`src/core/panel_flags_pkg.sv`:
```
package panel_flags_pkg;

   // bus shape
   localparam int unsigned ADDR_W        = 8;
   localparam int unsigned DATA_W        = 32;

   // timing: the ready heartbeat must flip at least once per second
   localparam int unsigned CLK_PERIOD_NS = 25;
   localparam int unsigned HB_PERIOD_NS  = 1_000_000_000;
   localparam int unsigned HB_CYCLES     = HB_PERIOD_NS / CLK_PERIOD_NS;

   // register indices; byte address is four times the index
   localparam logic [5:0] IDX_EVENT   = 6'h00;
   localparam logic [5:0] IDX_PANEL   = 6'h01;
   localparam logic [5:0] IDX_MAILBOX = 6'h03;
   localparam logic [5:0] IDX_JOB     = 6'h04;
   localparam logic [5:0] IDX_TIME    = 6'h0f;
   localparam logic [5:0] IDX_DATE    = 6'h15;
   localparam logic [5:0] TIME_BYTES  = 6'h03;
   localparam logic [5:0] DATE_BYTES  = 6'h04;

   // field positions
   localparam int unsigned EV_DATE     = 5;
   localparam int unsigned EV_TIME     = 6;
   localparam int unsigned EV_CYCLIC   = 7;
   localparam int unsigned PS_STARTUP  = 0;
   localparam int unsigned PS_OFFLINE  = 1;
   localparam int unsigned PS_READY    = 2;
   localparam int unsigned MB_DISABLED = 0;
   localparam int unsigned MB_FAULTY   = 1;
   localparam int unsigned MB_CORRECT  = 2;
   localparam int unsigned MB_DONE     = 3;
   localparam int unsigned MB_REQUEST  = 4;
   localparam int unsigned MB_DO_READ  = 5;
   localparam int unsigned MB_DIS_REQ  = 6;
   localparam int unsigned MB_HAS_READ = 7;

   // reset values and masks
   localparam logic [7:0]  EVENT_RST    = 8'h00;
   localparam logic [7:0]  PANEL_RST    = 8'h00;
   localparam logic [7:0]  MAILBOX_RST  = 8'h00;
   localparam logic [15:0] JOB_RST      = 16'h0000;
   localparam logic [7:0]  EVENT_W1C    = 8'he0;
   localparam logic [7:0]  PANEL_W1C    = 8'h01;
   localparam logic [7:0]  MB_CTRL_SET  = 8'h7e;

   // bus responses
   localparam logic [1:0]  RESP_OKAY    = 2'h0;
   localparam logic [1:0]  RESP_SLVERR  = 2'h2;

   // date and time byte store
   localparam int unsigned MEM_DEPTH    = 7;
   localparam logic [2:0]  MEM_TIME     = 3'h0;
   localparam logic [2:0]  MEM_DATE     = 3'h3;

   typedef struct packed {
      logic [7:0] hours;
      logic [7:0] minutes;
      logic [7:0] seconds;
   } time_type;

   typedef struct packed {
      logic [7:0] weekday;
      logic [7:0] day;
      logic [7:0] month;
      logic [7:0] year;
   } date_type;

   typedef struct packed {
      logic [7:0] set;
      logic [7:0] clr;
   } mbox_cmd_type;

   typedef enum logic [1:0] {
      RD_IDLE = 2'b00, RD_ADDR = 2'b01, RD_DATA = 2'b11, RD_RESP = 2'b10
   } rd_state_type;

   typedef enum logic [1:0] {
      WR_COLLECT = 2'b00, WR_APPLY = 2'b01, WR_RESP = 2'b11
   } wr_state_type;

   // true when both nibbles are decimal digits
   function automatic logic bcd_ok(input logic [7:0] b);
      return (b[7:4] < 4'ha) && (b[3:0] < 4'ha);
   endfunction

endpackage

```
`src/core/datetime_store.sv`:
```
module datetime_store
   import panel_flags_pkg::*;
(
   // clock and reset
   input  wire logic       aclk,
   input  wire logic       aresetn,
   // write side
   input  wire logic       time_we,
   input  wire time_type   time_in,
   input  wire logic       date_we,
   input  wire date_type   date_in,
   // read side
   input  wire logic [2:0] rd_addr,
   output logic      [7:0] rd_data
);

   logic [7:0] mem_q [MEM_DEPTH];
   logic [7:0] mem_d [MEM_DEPTH];
   logic [7:0] rd_data_q;
   logic [7:0] rd_data_d;

   // whole groups are written at once so a reader never sees half an update
   always_comb
   begin
      mem_d = mem_q;
      if (time_we)
      begin
         mem_d[MEM_TIME]        = time_in.hours;
         mem_d[MEM_TIME + 3'h1] = time_in.minutes;
         mem_d[MEM_TIME + 3'h2] = time_in.seconds;
      end
      if (date_we)
      begin
         mem_d[MEM_DATE]        = date_in.weekday;
         mem_d[MEM_DATE + 3'h1] = date_in.day;
         mem_d[MEM_DATE + 3'h2] = date_in.month;
         mem_d[MEM_DATE + 3'h3] = date_in.year;
      end
      rd_data_d = (rd_addr < 3'h7) ? mem_q[rd_addr] : 8'h00;
   end

   // storage and registered read port
   always_ff @(posedge aclk)
   begin
      if (!aresetn)
      begin
         mem_q     <= '{default: 8'h00};
         rd_data_q <= 8'h00;
      end
      else
      begin
         mem_q     <= mem_d;
         rd_data_q <= rd_data_d;
      end
   end

   assign rd_data = rd_data_q;

endmodule // datetime_store

```
`src/core/heartbeat_timer.sv`:
```
module heartbeat_timer
   import panel_flags_pkg::*;
#(
   parameter int unsigned CYCLES = HB_CYCLES
)
(
   // clock and reset
   input  wire logic aclk,
   input  wire logic aresetn,
   // one-cycle enable each period
   output logic      tick
);

   logic [31:0] count_q;
   logic [31:0] count_d;
   logic        tick_q;
   logic        tick_d;

   // period rounds down so the flip never comes late
   always_comb
   begin
      tick_d  = (count_q == CYCLES - 32'h1);
      count_d = tick_d ? 32'h0 : count_q + 32'h1;
   end

   always_ff @(posedge aclk)
   begin
      if (!aresetn)
      begin
         // first period starts one step in: the flip lands a cycle after the tick
         count_q <= 32'h1;
         tick_q  <= 1'b0;
      end
      else
      begin
         count_q <= count_d;
         tick_q  <= tick_d;
      end
   end

   assign tick = tick_q;

endmodule // heartbeat_timer

```
`src/core/panel_handshake_flags.sv`:
```
// Chosen here: the AXI4-Lite interface to the registers.
module panel_handshake_flags
   import panel_flags_pkg::*;
#(
   parameter int unsigned HEARTBEAT_CYCLES = HB_CYCLES
)
(
   // clock and reset
   input  wire logic                aclk,
   input  wire logic                aresetn,
   // axi4-lite write channels
   input  wire logic [ADDR_W-1:0]   awaddr,
   input  wire logic                awvalid,
   output logic                     awready,
   input  wire logic [DATA_W-1:0]   wdata,
   input  wire logic [3:0]          wstrb,
   input  wire logic                wvalid,
   output logic                     wready,
   output logic [1:0]               bresp,
   output logic                     bvalid,
   input  wire logic                bready,
   // axi4-lite read channels
   input  wire logic [ADDR_W-1:0]   araddr,
   input  wire logic                arvalid,
   output logic                     arready,
   output logic [DATA_W-1:0]        rdata,
   output logic [1:0]               rresp,
   output logic                     rvalid,
   input  wire logic                rready,
   // panel events
   input  wire logic                time_new,
   input  wire time_type            time_in,
   input  wire logic                date_new,
   input  wire date_type            date_in,
   input  wire logic                cyclic_event,
   input  wire logic                offline_mode,
   // panel mailbox and job handling
   input  wire mbox_cmd_type        mbox_cmd,
   input  wire logic                mbox_read,
   input  wire logic                job_done,
   output logic [15:0]              job_number,
   output logic                     job_pending,
   output logic [7:0]               mailbox_flags
);

   // decode a byte address to a mapped register
   function automatic logic mapped(input logic [ADDR_W-1:0] a);
      logic [5:0] i;
      i = a[7:2];
      return (a[1:0] == 2'h0) &&
             (i == IDX_EVENT || i == IDX_PANEL || i == IDX_MAILBOX || i == IDX_JOB ||
              (i >= IDX_TIME && i < IDX_TIME + TIME_BYTES) ||
              (i >= IDX_DATE && i < IDX_DATE + DATE_BYTES));
   endfunction

   rd_state_type      rd_q, rd_d;
   wr_state_type      wr_q, wr_d;
   logic [ADDR_W-1:0] araddr_q, araddr_d, awaddr_q, awaddr_d;
   logic [DATA_W-1:0] wdata_q, wdata_d, rdata_q, rdata_d;
   logic [3:0]        wstrb_q, wstrb_d;
   logic              aw_held_q, aw_held_d, w_held_q, w_held_d;
   logic              awready_q, awready_d, wready_q, wready_d, arready_q, arready_d;
   logic              bvalid_q, bvalid_d, rvalid_q, rvalid_d;
   logic [1:0]        bresp_q, bresp_d, rresp_q, rresp_d;
   logic [7:0]        event_q, event_d, panel_q, panel_d, mailbox_q, mailbox_d;
   logic [15:0]       job_q, job_d;
   logic              job_pending_q, job_pending_d;
   logic              boot_q, boot_d;
   logic              hb_tick;
   logic [7:0]        mem_rdata;
   logic [2:0]        mem_addr;
   logic [5:0]        rd_idx, wr_idx;
   logic              apply;
   logic [7:0]        lane0, lane1;
   logic              time_ok, date_ok;

   // only well-formed bcd deliveries are stored and flagged
   assign time_ok = time_new && bcd_ok(time_in.hours) && bcd_ok(time_in.minutes) &&
                    bcd_ok(time_in.seconds);
   assign date_ok = date_new && bcd_ok(date_in.weekday) && bcd_ok(date_in.day) &&
                    bcd_ok(date_in.month) && bcd_ok(date_in.year);

   // store index for the held read address
   assign rd_idx   = araddr_q[7:2];
   assign mem_addr = (rd_idx >= IDX_DATE) ? MEM_DATE + 3'(rd_idx - IDX_DATE)
                                          : MEM_TIME + 3'(rd_idx - IDX_TIME);

   datetime_store u_store (
      .aclk    (aclk),
      .aresetn (aresetn),
      .time_we (time_ok),
      .time_in (time_in),
      .date_we (date_ok),
      .date_in (date_in),
      .rd_addr (mem_addr),
      .rd_data (mem_rdata)
   );

   heartbeat_timer #(.CYCLES(HEARTBEAT_CYCLES)) u_beat (
      .aclk    (aclk),
      .aresetn (aresetn),
      .tick    (hb_tick)
   );

   // write channel: address and data taken in either order, applied once both held
   always_comb
   begin
      wr_d      = wr_q;
      aw_held_d = aw_held_q;
      w_held_d  = w_held_q;
      awaddr_d  = awaddr_q;
      wdata_d   = wdata_q;
      wstrb_d   = wstrb_q;
      bvalid_d  = bvalid_q;
      bresp_d   = bresp_q;
      case (wr_q)
         WR_COLLECT:
         begin
            if (awvalid && awready_q)
            begin
               aw_held_d = 1'b1;
               awaddr_d  = awaddr;
            end
            if (wvalid && wready_q)
            begin
               w_held_d = 1'b1;
               wdata_d  = wdata;
               wstrb_d  = wstrb;
            end
            if (aw_held_d && w_held_d)
               wr_d = WR_APPLY;
         end
         WR_APPLY:
         begin
            bvalid_d = 1'b1;
            bresp_d  = mapped(awaddr_q) ? RESP_OKAY : RESP_SLVERR;
            wr_d     = WR_RESP;
         end
         WR_RESP:
         begin
            if (bready)
            begin
               bvalid_d  = 1'b0;
               aw_held_d = 1'b0;
               w_held_d  = 1'b0;
               wr_d      = WR_COLLECT;
            end
         end
         default:
            wr_d = WR_COLLECT;
      endcase
      awready_d = (wr_d == WR_COLLECT) && !aw_held_d;
      wready_d  = (wr_d == WR_COLLECT) && !w_held_d;
   end

   // read channel: one spare cycle lets the byte store register its output
   always_comb
   begin
      rd_d      = rd_q;
      araddr_d  = araddr_q;
      rdata_d   = rdata_q;
      rresp_d   = rresp_q;
      rvalid_d  = rvalid_q;
      case (rd_q)
         RD_IDLE:
         begin
            if (arvalid && arready_q)
            begin
               araddr_d = araddr;
               rd_d     = RD_ADDR;
            end
         end
         RD_ADDR:
            rd_d = RD_DATA;
         RD_DATA:
         begin
            rvalid_d = 1'b1;
            rresp_d  = mapped(araddr_q) ? RESP_OKAY : RESP_SLVERR;
            rdata_d  = 32'h0;
            if (!mapped(araddr_q))
               rdata_d = 32'h0;
            else if (rd_idx == IDX_EVENT)
               rdata_d[7:0] = event_q;
            else if (rd_idx == IDX_PANEL)
               rdata_d[7:0] = panel_q;
            else if (rd_idx == IDX_MAILBOX)
               rdata_d[7:0] = mailbox_q;
            else if (rd_idx == IDX_JOB)
               rdata_d[15:0] = job_q;
            else
               rdata_d[7:0] = mem_rdata;
            rd_d = RD_RESP;
         end
         RD_RESP:
         begin
            if (rready)
            begin
               rvalid_d = 1'b0;
               rd_d     = RD_IDLE;
            end
         end
         default:
            rd_d = RD_IDLE;
      endcase
      arready_d = (rd_d == RD_IDLE);
   end

   // write strobes gate byte lanes 0 and 1; lanes 2 and 3 are not used
   assign wr_idx = awaddr_q[7:2];
   assign apply  = (wr_q == WR_APPLY) && mapped(awaddr_q);
   assign lane0  = wstrb_q[0] ? wdata_q[7:0] : 8'h00;
   assign lane1  = wstrb_q[1] ? wdata_q[15:8] : 8'h00;

   // flag bytes: clears come first, so a same-cycle event always survives
   always_comb
   begin
      event_d   = event_q;
      panel_d   = panel_q;
      mailbox_d = mailbox_q;
      job_d     = job_q;
      boot_d    = 1'b0;
      if (apply && wr_idx == IDX_EVENT)
         event_d = event_q & ~(lane0 & EVENT_W1C);
      if (apply && wr_idx == IDX_PANEL)
         panel_d = panel_q & ~(lane0 & PANEL_W1C);
      if (apply && wr_idx == IDX_MAILBOX)
      begin
         // controller may clear the disable bit but never set it
         mailbox_d = (mailbox_q & ~lane1) | (lane0 & MB_CTRL_SET);
      end
      mailbox_d = (mailbox_d & ~mbox_cmd.clr) | mbox_cmd.set;
      if (mbox_read)
         mailbox_d[MB_HAS_READ] = 1'b1;
      if (time_ok)
         event_d[EV_TIME] = 1'b1;
      if (date_ok)
         event_d[EV_DATE] = 1'b1;
      if (cyclic_event)
         event_d[EV_CYCLIC] = 1'b1;
      if (boot_q)
         panel_d[PS_STARTUP] = 1'b1;
      panel_d[PS_OFFLINE] = offline_mode;
      if (hb_tick)
         panel_d[PS_READY] = ~panel_q[PS_READY];
      // a fresh job number written in the same cycle outlives the zeroing
      if (job_done)
         job_d = JOB_RST;
      if (apply && wr_idx == IDX_JOB)
      begin
         if (wstrb_q[0])
            job_d[7:0] = wdata_q[7:0];
         if (wstrb_q[1])
            job_d[15:8] = wdata_q[15:8];
      end
      job_pending_d = (job_d != JOB_RST);
   end

   // all state registers except the heartbeat age used by the checks
   always_ff @(posedge aclk)
   begin
      if (!aresetn)
      begin
         wr_q <= WR_COLLECT;
         rd_q <= RD_IDLE;
         {aw_held_q, w_held_q, bvalid_q, rvalid_q} <= 4'h0;
         {awready_q, wready_q, arready_q} <= 3'h0;
         awaddr_q <= 8'h00;
         araddr_q <= 8'h00;
         wdata_q <= 32'h0;
         rdata_q <= 32'h0;
         wstrb_q <= 4'h0;
         bresp_q <= RESP_OKAY;
         rresp_q <= RESP_OKAY;
         event_q <= EVENT_RST;
         panel_q <= PANEL_RST;
         mailbox_q <= MAILBOX_RST;
         job_q <= JOB_RST;
         job_pending_q <= 1'b0;
         boot_q <= 1'b1;
      end
      else
      begin
         wr_q <= wr_d;
         rd_q <= rd_d;
         {aw_held_q, w_held_q, bvalid_q, rvalid_q} <= {aw_held_d, w_held_d, bvalid_d, rvalid_d};
         {awready_q, wready_q, arready_q} <= {awready_d, wready_d, arready_d};
         awaddr_q <= awaddr_d;
         araddr_q <= araddr_d;
         wdata_q <= wdata_d;
         rdata_q <= rdata_d;
         wstrb_q <= wstrb_d;
         bresp_q <= bresp_d;
         rresp_q <= rresp_d;
         event_q <= event_d;
         panel_q <= panel_d;
         mailbox_q <= mailbox_d;
         job_q <= job_d;
         job_pending_q <= job_pending_d;
         boot_q <= boot_d;
      end
   end

   // outputs straight from flops
   assign awready       = awready_q;
   assign wready        = wready_q;
   assign bvalid        = bvalid_q;
   assign bresp         = bresp_q;
   assign arready       = arready_q;
   assign rvalid        = rvalid_q;
   assign rdata         = rdata_q;
   assign rresp         = rresp_q;
   assign job_number    = job_q;
   assign job_pending   = job_pending_q;
   assign mailbox_flags = mailbox_q;

   // age of the ready bit, read only by the checks below
   logic [31:0] hb_age_q;
   always_ff @(posedge aclk)
   begin
      if (!aresetn || panel_d[PS_READY] != panel_q[PS_READY])
         hb_age_q <= 32'h0;
      else
         hb_age_q <= hb_age_q + 32'h1;
   end

   a_time_flag_set: assert property (@(posedge aclk) disable iff (!aresetn)
      time_ok |=> event_q[EV_TIME]) else $error("time flag not set");
   a_date_flag_set: assert property (@(posedge aclk) disable iff (!aresetn)
      date_ok |=> event_q[EV_DATE])
      else $error("date flag not set");
   a_cyclic_wins_clear: assert property (@(posedge aclk) disable iff (!aresetn)
      cyclic_event |=> event_q[EV_CYCLIC] ##1 (event_q[EV_CYCLIC] || $past(apply)))
      else $error("cyclic summary lost");
   a_startup_after_boot: assert property (@(posedge aclk) disable iff (!aresetn)
      $fell(boot_q) |-> panel_q[PS_STARTUP]) else $error("startup bit not set");
   a_offline_tracks: assert property (@(posedge aclk) disable iff (!aresetn)
      ##1 panel_q[PS_OFFLINE] == $past(offline_mode)) else $error("offline bit stale");
   a_ready_bit_alive: assert property (@(posedge aclk) disable iff (!aresetn)
      hb_age_q < HEARTBEAT_CYCLES) else $error("ready bit stuck");
   a_disable_owner: assert property (@(posedge aclk) disable iff (!aresetn)
      (!mailbox_q[MB_DISABLED] && !mbox_cmd.set[MB_DISABLED]) |=> !mailbox_q[MB_DISABLED])
      else $error("mailbox disabled by controller");
   a_mailbox_read: assert property (@(posedge aclk) disable iff (!aresetn)
      mbox_read |=> mailbox_q[MB_HAS_READ]) else $error("read flag missing");
   a_job_zeroed: assert property (@(posedge aclk) disable iff (!aresetn)
      job_done && !(apply && wr_idx == IDX_JOB) |=> job_q == JOB_RST && !job_pending_q)
      else $error("job word not zeroed");

endmodule // panel_handshake_flags

```
`config.mk`:
```
export PLATFORM = sky130hd
export DESIGN_NAME = panel_handshake_flags
export DESIGN_NICKNAME = d
export VERILOG_FILES = /design/src/core/panel_flags_pkg.sv /design/src/core/datetime_store.sv /design/src/core/heartbeat_timer.sv /design/src/core/panel_handshake_flags.sv
export SDC_FILE = /design/constraint.sdc
export NUM_CORES = 1
export LEC_CHECK = 0
export BUFFER_PORTS_ARGS = -buffer_cell sky130_fd_sc_hd__buf_2
export CAP_MARGIN = 20
export CORE_ASPECT_RATIO = 0.5
export CORE_MARGIN = 8
export CORE_UTILIZATION = 59
export CTS_CLUSTER_SIZE = 12
export DETAILED_ROUTE_END_ITERATION = 7
export PLACE_DENSITY_LB_ADDON = 0.3
export SETUP_SLACK_MARGIN = 0.1
export SYNTH_ARGS = -nofsm -noshare
export SYNTH_HDL_FRONTEND = slang
export SYNTH_SLANG_ARGS = --single-unit
```
`constraint.sdc`:
```
create_clock -name aclk -period 5.6 [get_ports aclk]
set_input_delay 1.12 -clock aclk [delete_from_list [all_inputs] [get_ports aclk]]
set_output_delay 1.12 -clock aclk [all_outputs]
set_load 0.01 [all_outputs]
```
-- Yosys cells after proc, flatten, opt, wreduce, memory -nomap -nowiden
Index checks and enable logic that the tools add are counted.
- output and inout port bits: 66
- word-level logic and storage cells: 210
- bits in registers: 204
- muxes and demuxes: 50
- bitwise gates (word level): 13
- equality and inequality tests: 14
- $add $sub $neg: 4
- order comparisons: 24
- reductions and logical operators: 66
- operator list (operator ; number):
    2-to-1 mux 8 bit ; 16
    less-than comparator 4 bit, second input constant ; 14
    2-to-1 mux 16 bit ; 3
    adder 32 x 1 -> 32 bit, second input constant ; 1
    AND 8 bit ; 4
    == test 32 x 26 -> 1 bit, second input constant ; 1
    logical AND 1 bit ; 31
    binary-select mux 8 bit (select 3 bit) ; 1
    less-than comparator 6 x 5 -> 1 bit, second input constant ; 4
    inverter 8 bit ; 3
    2-to-1 mux 1 bit ; 16
    nonzero test 16 bit ; 1
    nonzero test 2 bit ; 7
    == test 6 x 1 -> 1 bit, second input constant ; 2
    == test 6 x 2 -> 1 bit, second input constant ; 2
    == test 6 x 3 -> 1 bit, second input constant ; 2
    greater-or-equal comparator 6 x 4 -> 1 bit, second input constant ; 2
    greater-or-equal comparator 6 x 5 -> 1 bit, second input constant ; 2
    zero test 2 bit ; 6
    zero test 6 bit ; 2
    2-to-1 mux 2 bit ; 6
    AND reduction 2 bit ; 6
    logical OR 1 bit ; 10
    inverter 1 -> 8 bit ; 1
    other kinds (17) ; 28

-- Logic depth before layout (Yosys ltp)
Gate-level depths: netlist of the first run.
- word-level depth: 13
- mapped depth: 10

-- Cells and area by module
Synthesis of the first run repeated with hierarchy kept, for this count alone.
- cells, all modules: 973
- area total of the unflattened synthesis: 9051.2 um2
- by module, submodules not included (module ; area each (um2) ; cells each ; times used ; sequential area each (um2)):
    panel_handshake_flags ; 4543.1 ; 537 ; 1 ; 1901.8
    datetime_store ; 2839.0 ; 241 ; 1 ; 1281.2
    heartbeat_timer ; 1669.1 ; 195 ; 1 ; 660.6

-- Worst setup path before layout of the first run
Ideal clock, no wire load.
- path kind: register -> register
- from: register araddr_q[2]
- to: register u_store.rd_data_q[1] (netlist: u_store.rd_data[1])
- buffers on the path: 3
- data required time: 5.443 ns
- stages on the path, launching flop included: 10
- arrival: 2.346 ns
- library setup time: 0.157 ns
- slack: 3.096 ns
- cells stage by stage: dfxtp_1 > inv_1 > clkbuf_1 > ha_1 > buf_2 > clkbuf_1 > mux2i_1 > nor3_1 > a2111oi_0 > a211oi_1
- word-level cells in the longest chain between the ends: 7
- elaborated cells between the ends (all ways): 11
- RTL lines (element ; line ; source):
    start, declared ; panel_handshake_flags.sv:58 ; logic [ADDR_W-1:0] araddr_q, araddr_d, awaddr_q, awaddr_d;
    start signal, assigned ; panel_handshake_flags.sv:288 ; araddr_q <= araddr_d;
    subtractor 3 bit ; panel_handshake_flags.sv:85 ; assign mem_addr = (rd_idx >= IDX_DATE) ? MEM_DATE + 3'(rd_idx - IDX_DATE)
    adder 2 x 3 -> 3 bit ; panel_handshake_flags.sv:85 ;
    2-to-1 mux 3 bit * ; panel_handshake_flags.sv:85 ;
    inverter 3 -> 4 bit (not written as such) ; datetime_store.sv:39 ; rd_data_d = (rd_addr < 3'h7) ? mem_q[rd_addr] : 8'h00;
    binary-select mux 8 bit (select 3 bit) ; datetime_store.sv:39 ;
    2-to-1 mux 8 bit (not written as such) (2 in series) ; datetime_store.sv:39 ;
    end signal, assigned ; datetime_store.sv:53 ; rd_data_q <= rd_data_d;
    end, declared ; datetime_store.sv:19 ; logic [7:0] rd_data_q;
Every way passes the cells marked *; elsewhere a longest branch is shown, timed or not. The select of a mux whose other input is x is not followed.
A chain may end at the register's enable or synchronous reset.

-- Final worst setup path of the first run
- from: register araddr_q[3]
- to: register u_store.rd_data_q[2] (netlist: u_store.rd_data[2])
Same word-level chain as after synthesis.

==> results.ini, run 1 <==
[outcome]
status = finished, final reports clean

[sta]
final_hold_viol_count = 0
min_period_over_period_pct = 63.4
slew_violations = 0
clock.fmax_mhz = 282
fin_worst_skew_ns = 0.00891
setup_violations = 0
rsz0062_at_grt = false
slew_headroom_pct = 27.8
tns_ns = 0
min_period_ns = 3.55
tightest_slew_ns = 1.08

[detailed_routing]
wl_met2_um = 12400
met1_length_um = 11200
top_layer_used = met4
first_pass_iters = 6
wl_per_cell_um = 18.5
ant_nets = 0
drtIter0Drc = 930
via_per_inst = 6.07
met3_length_um = 2120
vias = 8568
wl_um = 26100
remaining_drc_errors = 0

[power]
leakage_nw = 4.10
p_per_area_nw_per_um2 = 304
ir_drop_uv = 279

[worst_setup_path]
cp-startpoint = araddr_q[3]
crit_path_cell_trace = buf_4 -> inv_1 -> ha_1 -> nand2b_4 -> a31oi_4 -> buf_4 -> o2111ai_1 -> a2111oi_0 -> a211oi_1
crit_required_ns = 5.86
critical_path.max_stage_delay_ns = 0.75
path_buf_inv = 3
start_kind = register
critPathCaptureType = register
crit_top_cell = buf_4
critPathMaxFanout = 26
cp_data_arrival_time_ns = 3.81
path_class = reg2reg
crit_family = compound AO/OA/AOI/OAI gates
r2r_start = araddr_q[3]
crit_path_top_delay_cell = a2111oi_0

[yosys]
yosys_warnings = 0
ys_async_sr_fraction_pct = 0
synth_edf_count = 0
synth_area_per_cell_um2 = 8.67
synth_top_family_by_area = simple AND/OR/NAND/NOR gates
syn_area_um2 = 9260
synthAdderAreaFrac_pct = 1.22
ys_types = 70
synthMuxAreaShare_pct = 11.9
yosys.area.top_type_share_pct = 41.5
synthCells = 1068
yosysSeqAreaShare_pct = 41.5
yosys.area_share.xor_xnor_pct = 2.84
ys_ff_latch = 192
synthTopCellsByArea = dfxtp_1 41%, mux2i_1 11%, nor2_1 5.8%
synth_top_area_cell = dfxtp_1
synth_compound_area_share_pct = 14.8
synthSimpleGateAreaFrac_pct = 22.1
synthFlopType = dfxtp_1

[cts]
holdBufCountCts = 0
cts_htree_levels = 4
numCtsBuffers = 17
cts_root_buffer = clkbuf_16
cts_tree = yes
clkLatencyLatePin_ns = 0.43
clock_sinks = 192
cts_setup_buffers = 0
ctsResizeCount = 0
clk_pin_slew_ns = 0.08
clockBufferDepth = 2

[global_routing]
grt_max_degree = 49
grt_pass1_vias = 8253
grt_overflow_total = 0
antenna_found_initial = 0
grt_pass1_wl_um = 42200
grtUsageTotal_pct = 25.2

[job]
maxCapViolCount = 0

[floorplanning]
fp.dieH_um = 105
die_area_um2 = 20200
floorplan.initialDensity_pct = 60.2
fp.dieW_um = 193
num_rows = 32
core_um2 = 15400
io_pins = 203

[final_layout]
drive_above_1_share_pct = 19.2
diodes = 0
final_common_cell = dfxtp_1
finalNetCount = 1340
fillCellCount = 1195
mostFrequentLayoutCells = 192 x dfxtp_1, 166 x buf_2, 143 x nor2_1
fin_util_pct = 69.1
areaGrowthSynthToFinish_pct = 14.7

[place]
dp_hpwl_um = 18800
io_buffers = 166
place_congestion = 0.877

[hold_path]
min_path_type = reg2reg
hp-start = boot_q

-- tightest hold or removal path, delay by kind of cell (launching register included) --
family                 cells  cell delay [ns]
AOI/OAI and AO/OA          1             0.05
buffers and inverters      1             0.04
DFF                        1             0.30
-- logic make-up (layout without fill, tap and decap cells) --
family                     after synthesis  count (layout)
AOI/OAI and AO/OA                      208             208
other                                    1              18
xor gates and xnor gates                30              30
DFF                                    192             192
muxes                                  109             109
and+or+nand+nor                        413             413
adders and majority gates                9               9
buffers and inverters                  106             228
-- metal layers --
layer	vias to the layer above	global-route usage, %
li1	4036	-
met1	4074	32.7
met2	411	42.4
met3	47	4.31
met4	0	7.53
met5	-	0
-- Yosys cell counts, types with 7 or more instances --
master / number
dfxtp_1: 192
xor2_1: 13
nand2_1: 81
nand3_1: 41
nor3b_1: 13
ha_1: 9
a211oi_1: 16
and3_1: 7
nand4_1: 16
mux2i_1: 101
buf_2: 20
nor3_1: 38
clkbuf_1: 43
nor2_1: 143
a31oi_1: 19
xnor2_1: 17
mux2_2: 8
o21ai_0: 35
nor4_1: 11
inv_1: 19
a2111oi_0: 9
a21oi_1: 72
nand3b_1: 15
buf_4: 18
a22oi_1: 11
-- where the power goes --
part	internal (mW)	switching, mW	total [mW]
logic	0.198	0.299	0.497
registers	1.44	0.0923	1.53
clock network	0.630	0.573	1.20
total	2.27	0.964	3.23
-- area by class of cell --
type                            count  area, µm²  area share (%)
Multi-Input combinational cell    787       4970            46.7
Timing Repair Buffer              176        906            8.53
Sequential cell                   192       3840            36.2
Clock buffer                       18        429            4.04
Clock inverter                     14        148            1.39
Tap cell                          204        255            2.40
Inverter                           20       76.3           0.718
-- path summary, 6_finish.rpt --
kind,end,slack [ns],depth (start not counted)
worst max-delay path,u_store.rd_data[2],2.05,9
worst min-delay path,panel_q[0],0.43,2
worst max register to register,u_store.rd_data[2],2.05,9
worst min register to register,panel_q[0],0.43,2
-- stage by stage --
step	power [mW]	instances	hold WS [ns]	area, µm²	worst slack (ns)
2_1_floorplan	1.89	1085	0.411	9330	3.10
3_3_place_gp	2.03	1379	0.414	10000	2.27
3_5_place_dp	2.05	1379	0.424	10000	2.14
4_1_cts	3.22	1411	0.430	10600	2.23
5_1_grt	3.35	1411	0.466	10600	1.95
6_report	3.23	1411	0.429	10600	2.05
-- sequential cells by signal (all words and copies together), names as in the netlist, 8 cells and up --
signal	count
u_store.mem_q	56
araddr_q	8
rdata	16
u_beat.count_q	32
awaddr_q	8
job_number	16
u_store.rd_data	8
wdata_q	16
mailbox_flags	8
Note: power is estimated with default switching activity, not from simulation.
==> inputs of run 2 (changes only) <==
ABC_AREA = 1   (was unset)
CORE_UTILIZATION = 55   (was 59)
clock period = 3.6 ns   (was 5.6 ns; I/O delays follow)
==> run 2 against run 1 <==
- cell count grew 18%
- fmax grew 35%
- clock power is 60% higher
- via count grew 2.7%
- largest power group unchanged
- worst hold slack gained 0.015 ns
- critical path depth unchanged
- critical path type unchanged
- synthesized cell count increased by 20%
- register-to-register slack lost 1.1 ns
- design area is 0.74% lower
- routed wire length shrank 5.5%
- non-clock buffer count shrank 2
- sequential cell count is the same
==> results.ini, run 2 <==
[final_layout]
drive_above_1_share_pct = 17.3
final_area_um2 = 10500
top_register = u_store.mem_q
areaGrowthSynthToFinish_pct = 16.2
fillCellCount = 1475
mostFrequentLayoutCells = 238 x nand2_1, 192 x dfxtp_1, 183 x nor2_1
reg_top3 = u_store.mem_q x56, u_beat.count_q x32
largest_reg_flops = 56
finalNetCount = 1569
final_common_cell = nand2_1

[yosys]
ys_ff_latch = 192
ys_async_sr_fraction_pct = 0
synthTopCellsByCount = 238 x nand2_1, 192 x dfxtp_1, 183 x nor2_1
synth_area_per_cell_um2 = 7.07
synthFlopType = dfxtp_1
synth_edf_count = 0
synthCells = 1285
ys_types = 50
syn_area_um2 = 9080
synth_most_common_cell = nand2_1
synthTopCellsByArea = dfxtp_1 42%, nand2_1 9.8%, o21ai_0 8.2%
yosys_warnings = 0
yosysSeqAreaShare_pct = 42.3
synth_top_area_cell = dfxtp_1
yosys.area.top_type_share_pct = 42.3

[sta]
rsz0062_at_grt = false
slew_violations = 0
final_hold_viol_count = 0
min_period_over_period_pct = 73.3
fin_worst_skew_ns = 0.0140
tightest_slew_ns = 0.937
min_period_ns = 2.64
fin_ws_ns = 0.963
whs_ns = 0.443
setup_violations = 0
clock.fmax_mhz = 379
tns_ns = 0
slew_headroom_pct = 37.4

[cts]
numCtsBuffers = 17
clkLatencyLatePin_ns = 0.44
cts_root_buffer = clkbuf_16
cts_setup_buffers = 0
clock_sinks = 192
cts_htree_levels = 4
ctsResizeCount = 0
cts_tree = yes
clockBufferDepth = 2
holdBufCountCts = 0
clk_pin_slew_ns = 0.07

[job]
maxCapViolCount = 0

[worst_setup_path]
r2r_cells = 9
path_buf_inv = 2
crit_family = simple AND/OR/NAND/NOR gates
crit_path_top_delay_cell = nand2_1
critical_path.max_stage_delay_ns = 0.77
crit_path_cell_trace = ha_1 -> nand2_1 -> nor3_2 -> inv_2 -> nor2_1 -> nand4_1 -> nand2_1 -> buf_4 -> nor2_1
path_depth = 9
start_kind = register
cp-startpoint = u_beat.count_q[0]
critPathMaxFanout = 26
critPathCaptureType = register
r2r-end = u_beat.count_q[5]
path_class = reg2reg
crit_required_ns = 3.92
r2r_start = u_beat.count_q[0]
cp_data_arrival_time_ns = 2.96
r2r_slack_ns = 0.96
cp-endpoint = u_beat.count_q[5]

[power]
ir_drop_uv = 362
leakage_nw = 4.51
p_per_area_nw_per_um2 = 518

[floorplanning]
fp.dieH_um = 107
fp.dieW_um = 198
floorplan.initialDensity_pct = 55.8
core_um2 = 16300
die_area_um2 = 21100
num_rows = 33
io_pins = 203

[detailed_routing]
via_per_inst = 5.29
first_pass_iters = 5
drtIter0Drc = 627
wl_um = 24700
ant_nets = 0
vias = 8798
remaining_drc_errors = 0
wl_per_cell_um = 14.8

[place]
dp_hpwl_um = 18600
place_congestion = 0.914
dp_slack_ns = 1.04
place_area_um2 = 9920
io_buffers = 166

[global_routing]
grtUsageTotal_pct = 23.0
antenna_found_initial = 2
grt_pass1_wl_um = 39900
grt_pass1_vias = 8191
grt_overflow_total = 0
grt_max_degree = 59

[outcome]
status = finished, final reports clean

[hold_path]
min_path_type = reg2reg

[run 2: tightest hold or removal path, stage by stage (launching register included)]
cell     delay [ns]
dfxtp_1        0.30
inv_1          0.04
a21oi_1        0.05
[run 2: per-layer routing]
metal | share of wire (%) | GRT usage [%]
met4 | 1.2 | 6.31
met2 | 46 | 38.6
met1 | 45 | 29.9
met3 | 7.6 | 4.60
met5 | 0.053 | 0
[run 2: logic make-up after synthesis]
| logic type | Yosys count | synth area share [%] |
|---|---|---|
| compound gates | 291 | 17.3 |
| other cells | 1 | 0.0413 |
| xor+xnor | 9 | 1.08 |
| flops | 192 | 42.3 |
| simple gates | 564 | 27.6 |
| buf+inv | 219 | 10.4 |
| fa+ha+maj | 9 | 1.24 |
[run 2: layout make-up]
class	count	area, µm²	area share, %
multi-input cells	891	4350	41.3
flip-flops and latches	192	3840	36.4
diodes	1	2.50	0.0237
repair buffers	174	911	8.64
well taps	227	284	2.69
clock buffers	18	439	4.16
inverters	147	557	5.28
clock inverters	14	155	1.47
[run 2: report_power, final]
group          switching (mW)  internal, mW  total, mW  leakage (nW)
clock network           0.869          1.05       1.92         0.288
registers               0.134          2.29       2.43          1.56
logic                   0.733         0.383       1.12          2.66
[run 2: worst min path at each step]
| stage | slack (ns) | cells after the start | to | start |
|---|---|---|---|---|
| 2_1_floorplan | 0.42 | 2 | panel_q[0] | boot_q |
| 3_3_place_gp | 0.42 | 2 | panel_q[0] | boot_q |
| 3_5_place_dp | 0.43 | 2 | panel_q[0] | boot_q |
| 4_1_cts | 0.44 | 2 | panel_q[0] | boot_q |
| 5_1_grt | 0.47 | 2 | wdata_q[12] | wdata_q[12] |
| 6_report | 0.44 | 2 | panel_q[0] | boot_q |
[run 2: metrics by stage]
| stage | cells | total power, mW | util, % |
|---|---|---|---|
| 2_1_floorplan | 1302 | 3.26 | - |
| 3_3_place_gp | 1630 | 3.51 | 61.0 |
| 3_5_place_dp | 1630 | 3.55 | 61.0 |
| 4_1_cts | 1662 | 5.45 | 64.6 |
| 5_1_grt | 1664 | 5.74 | 64.8 |
| 6_report | 1664 | 5.47 | 64.8 |
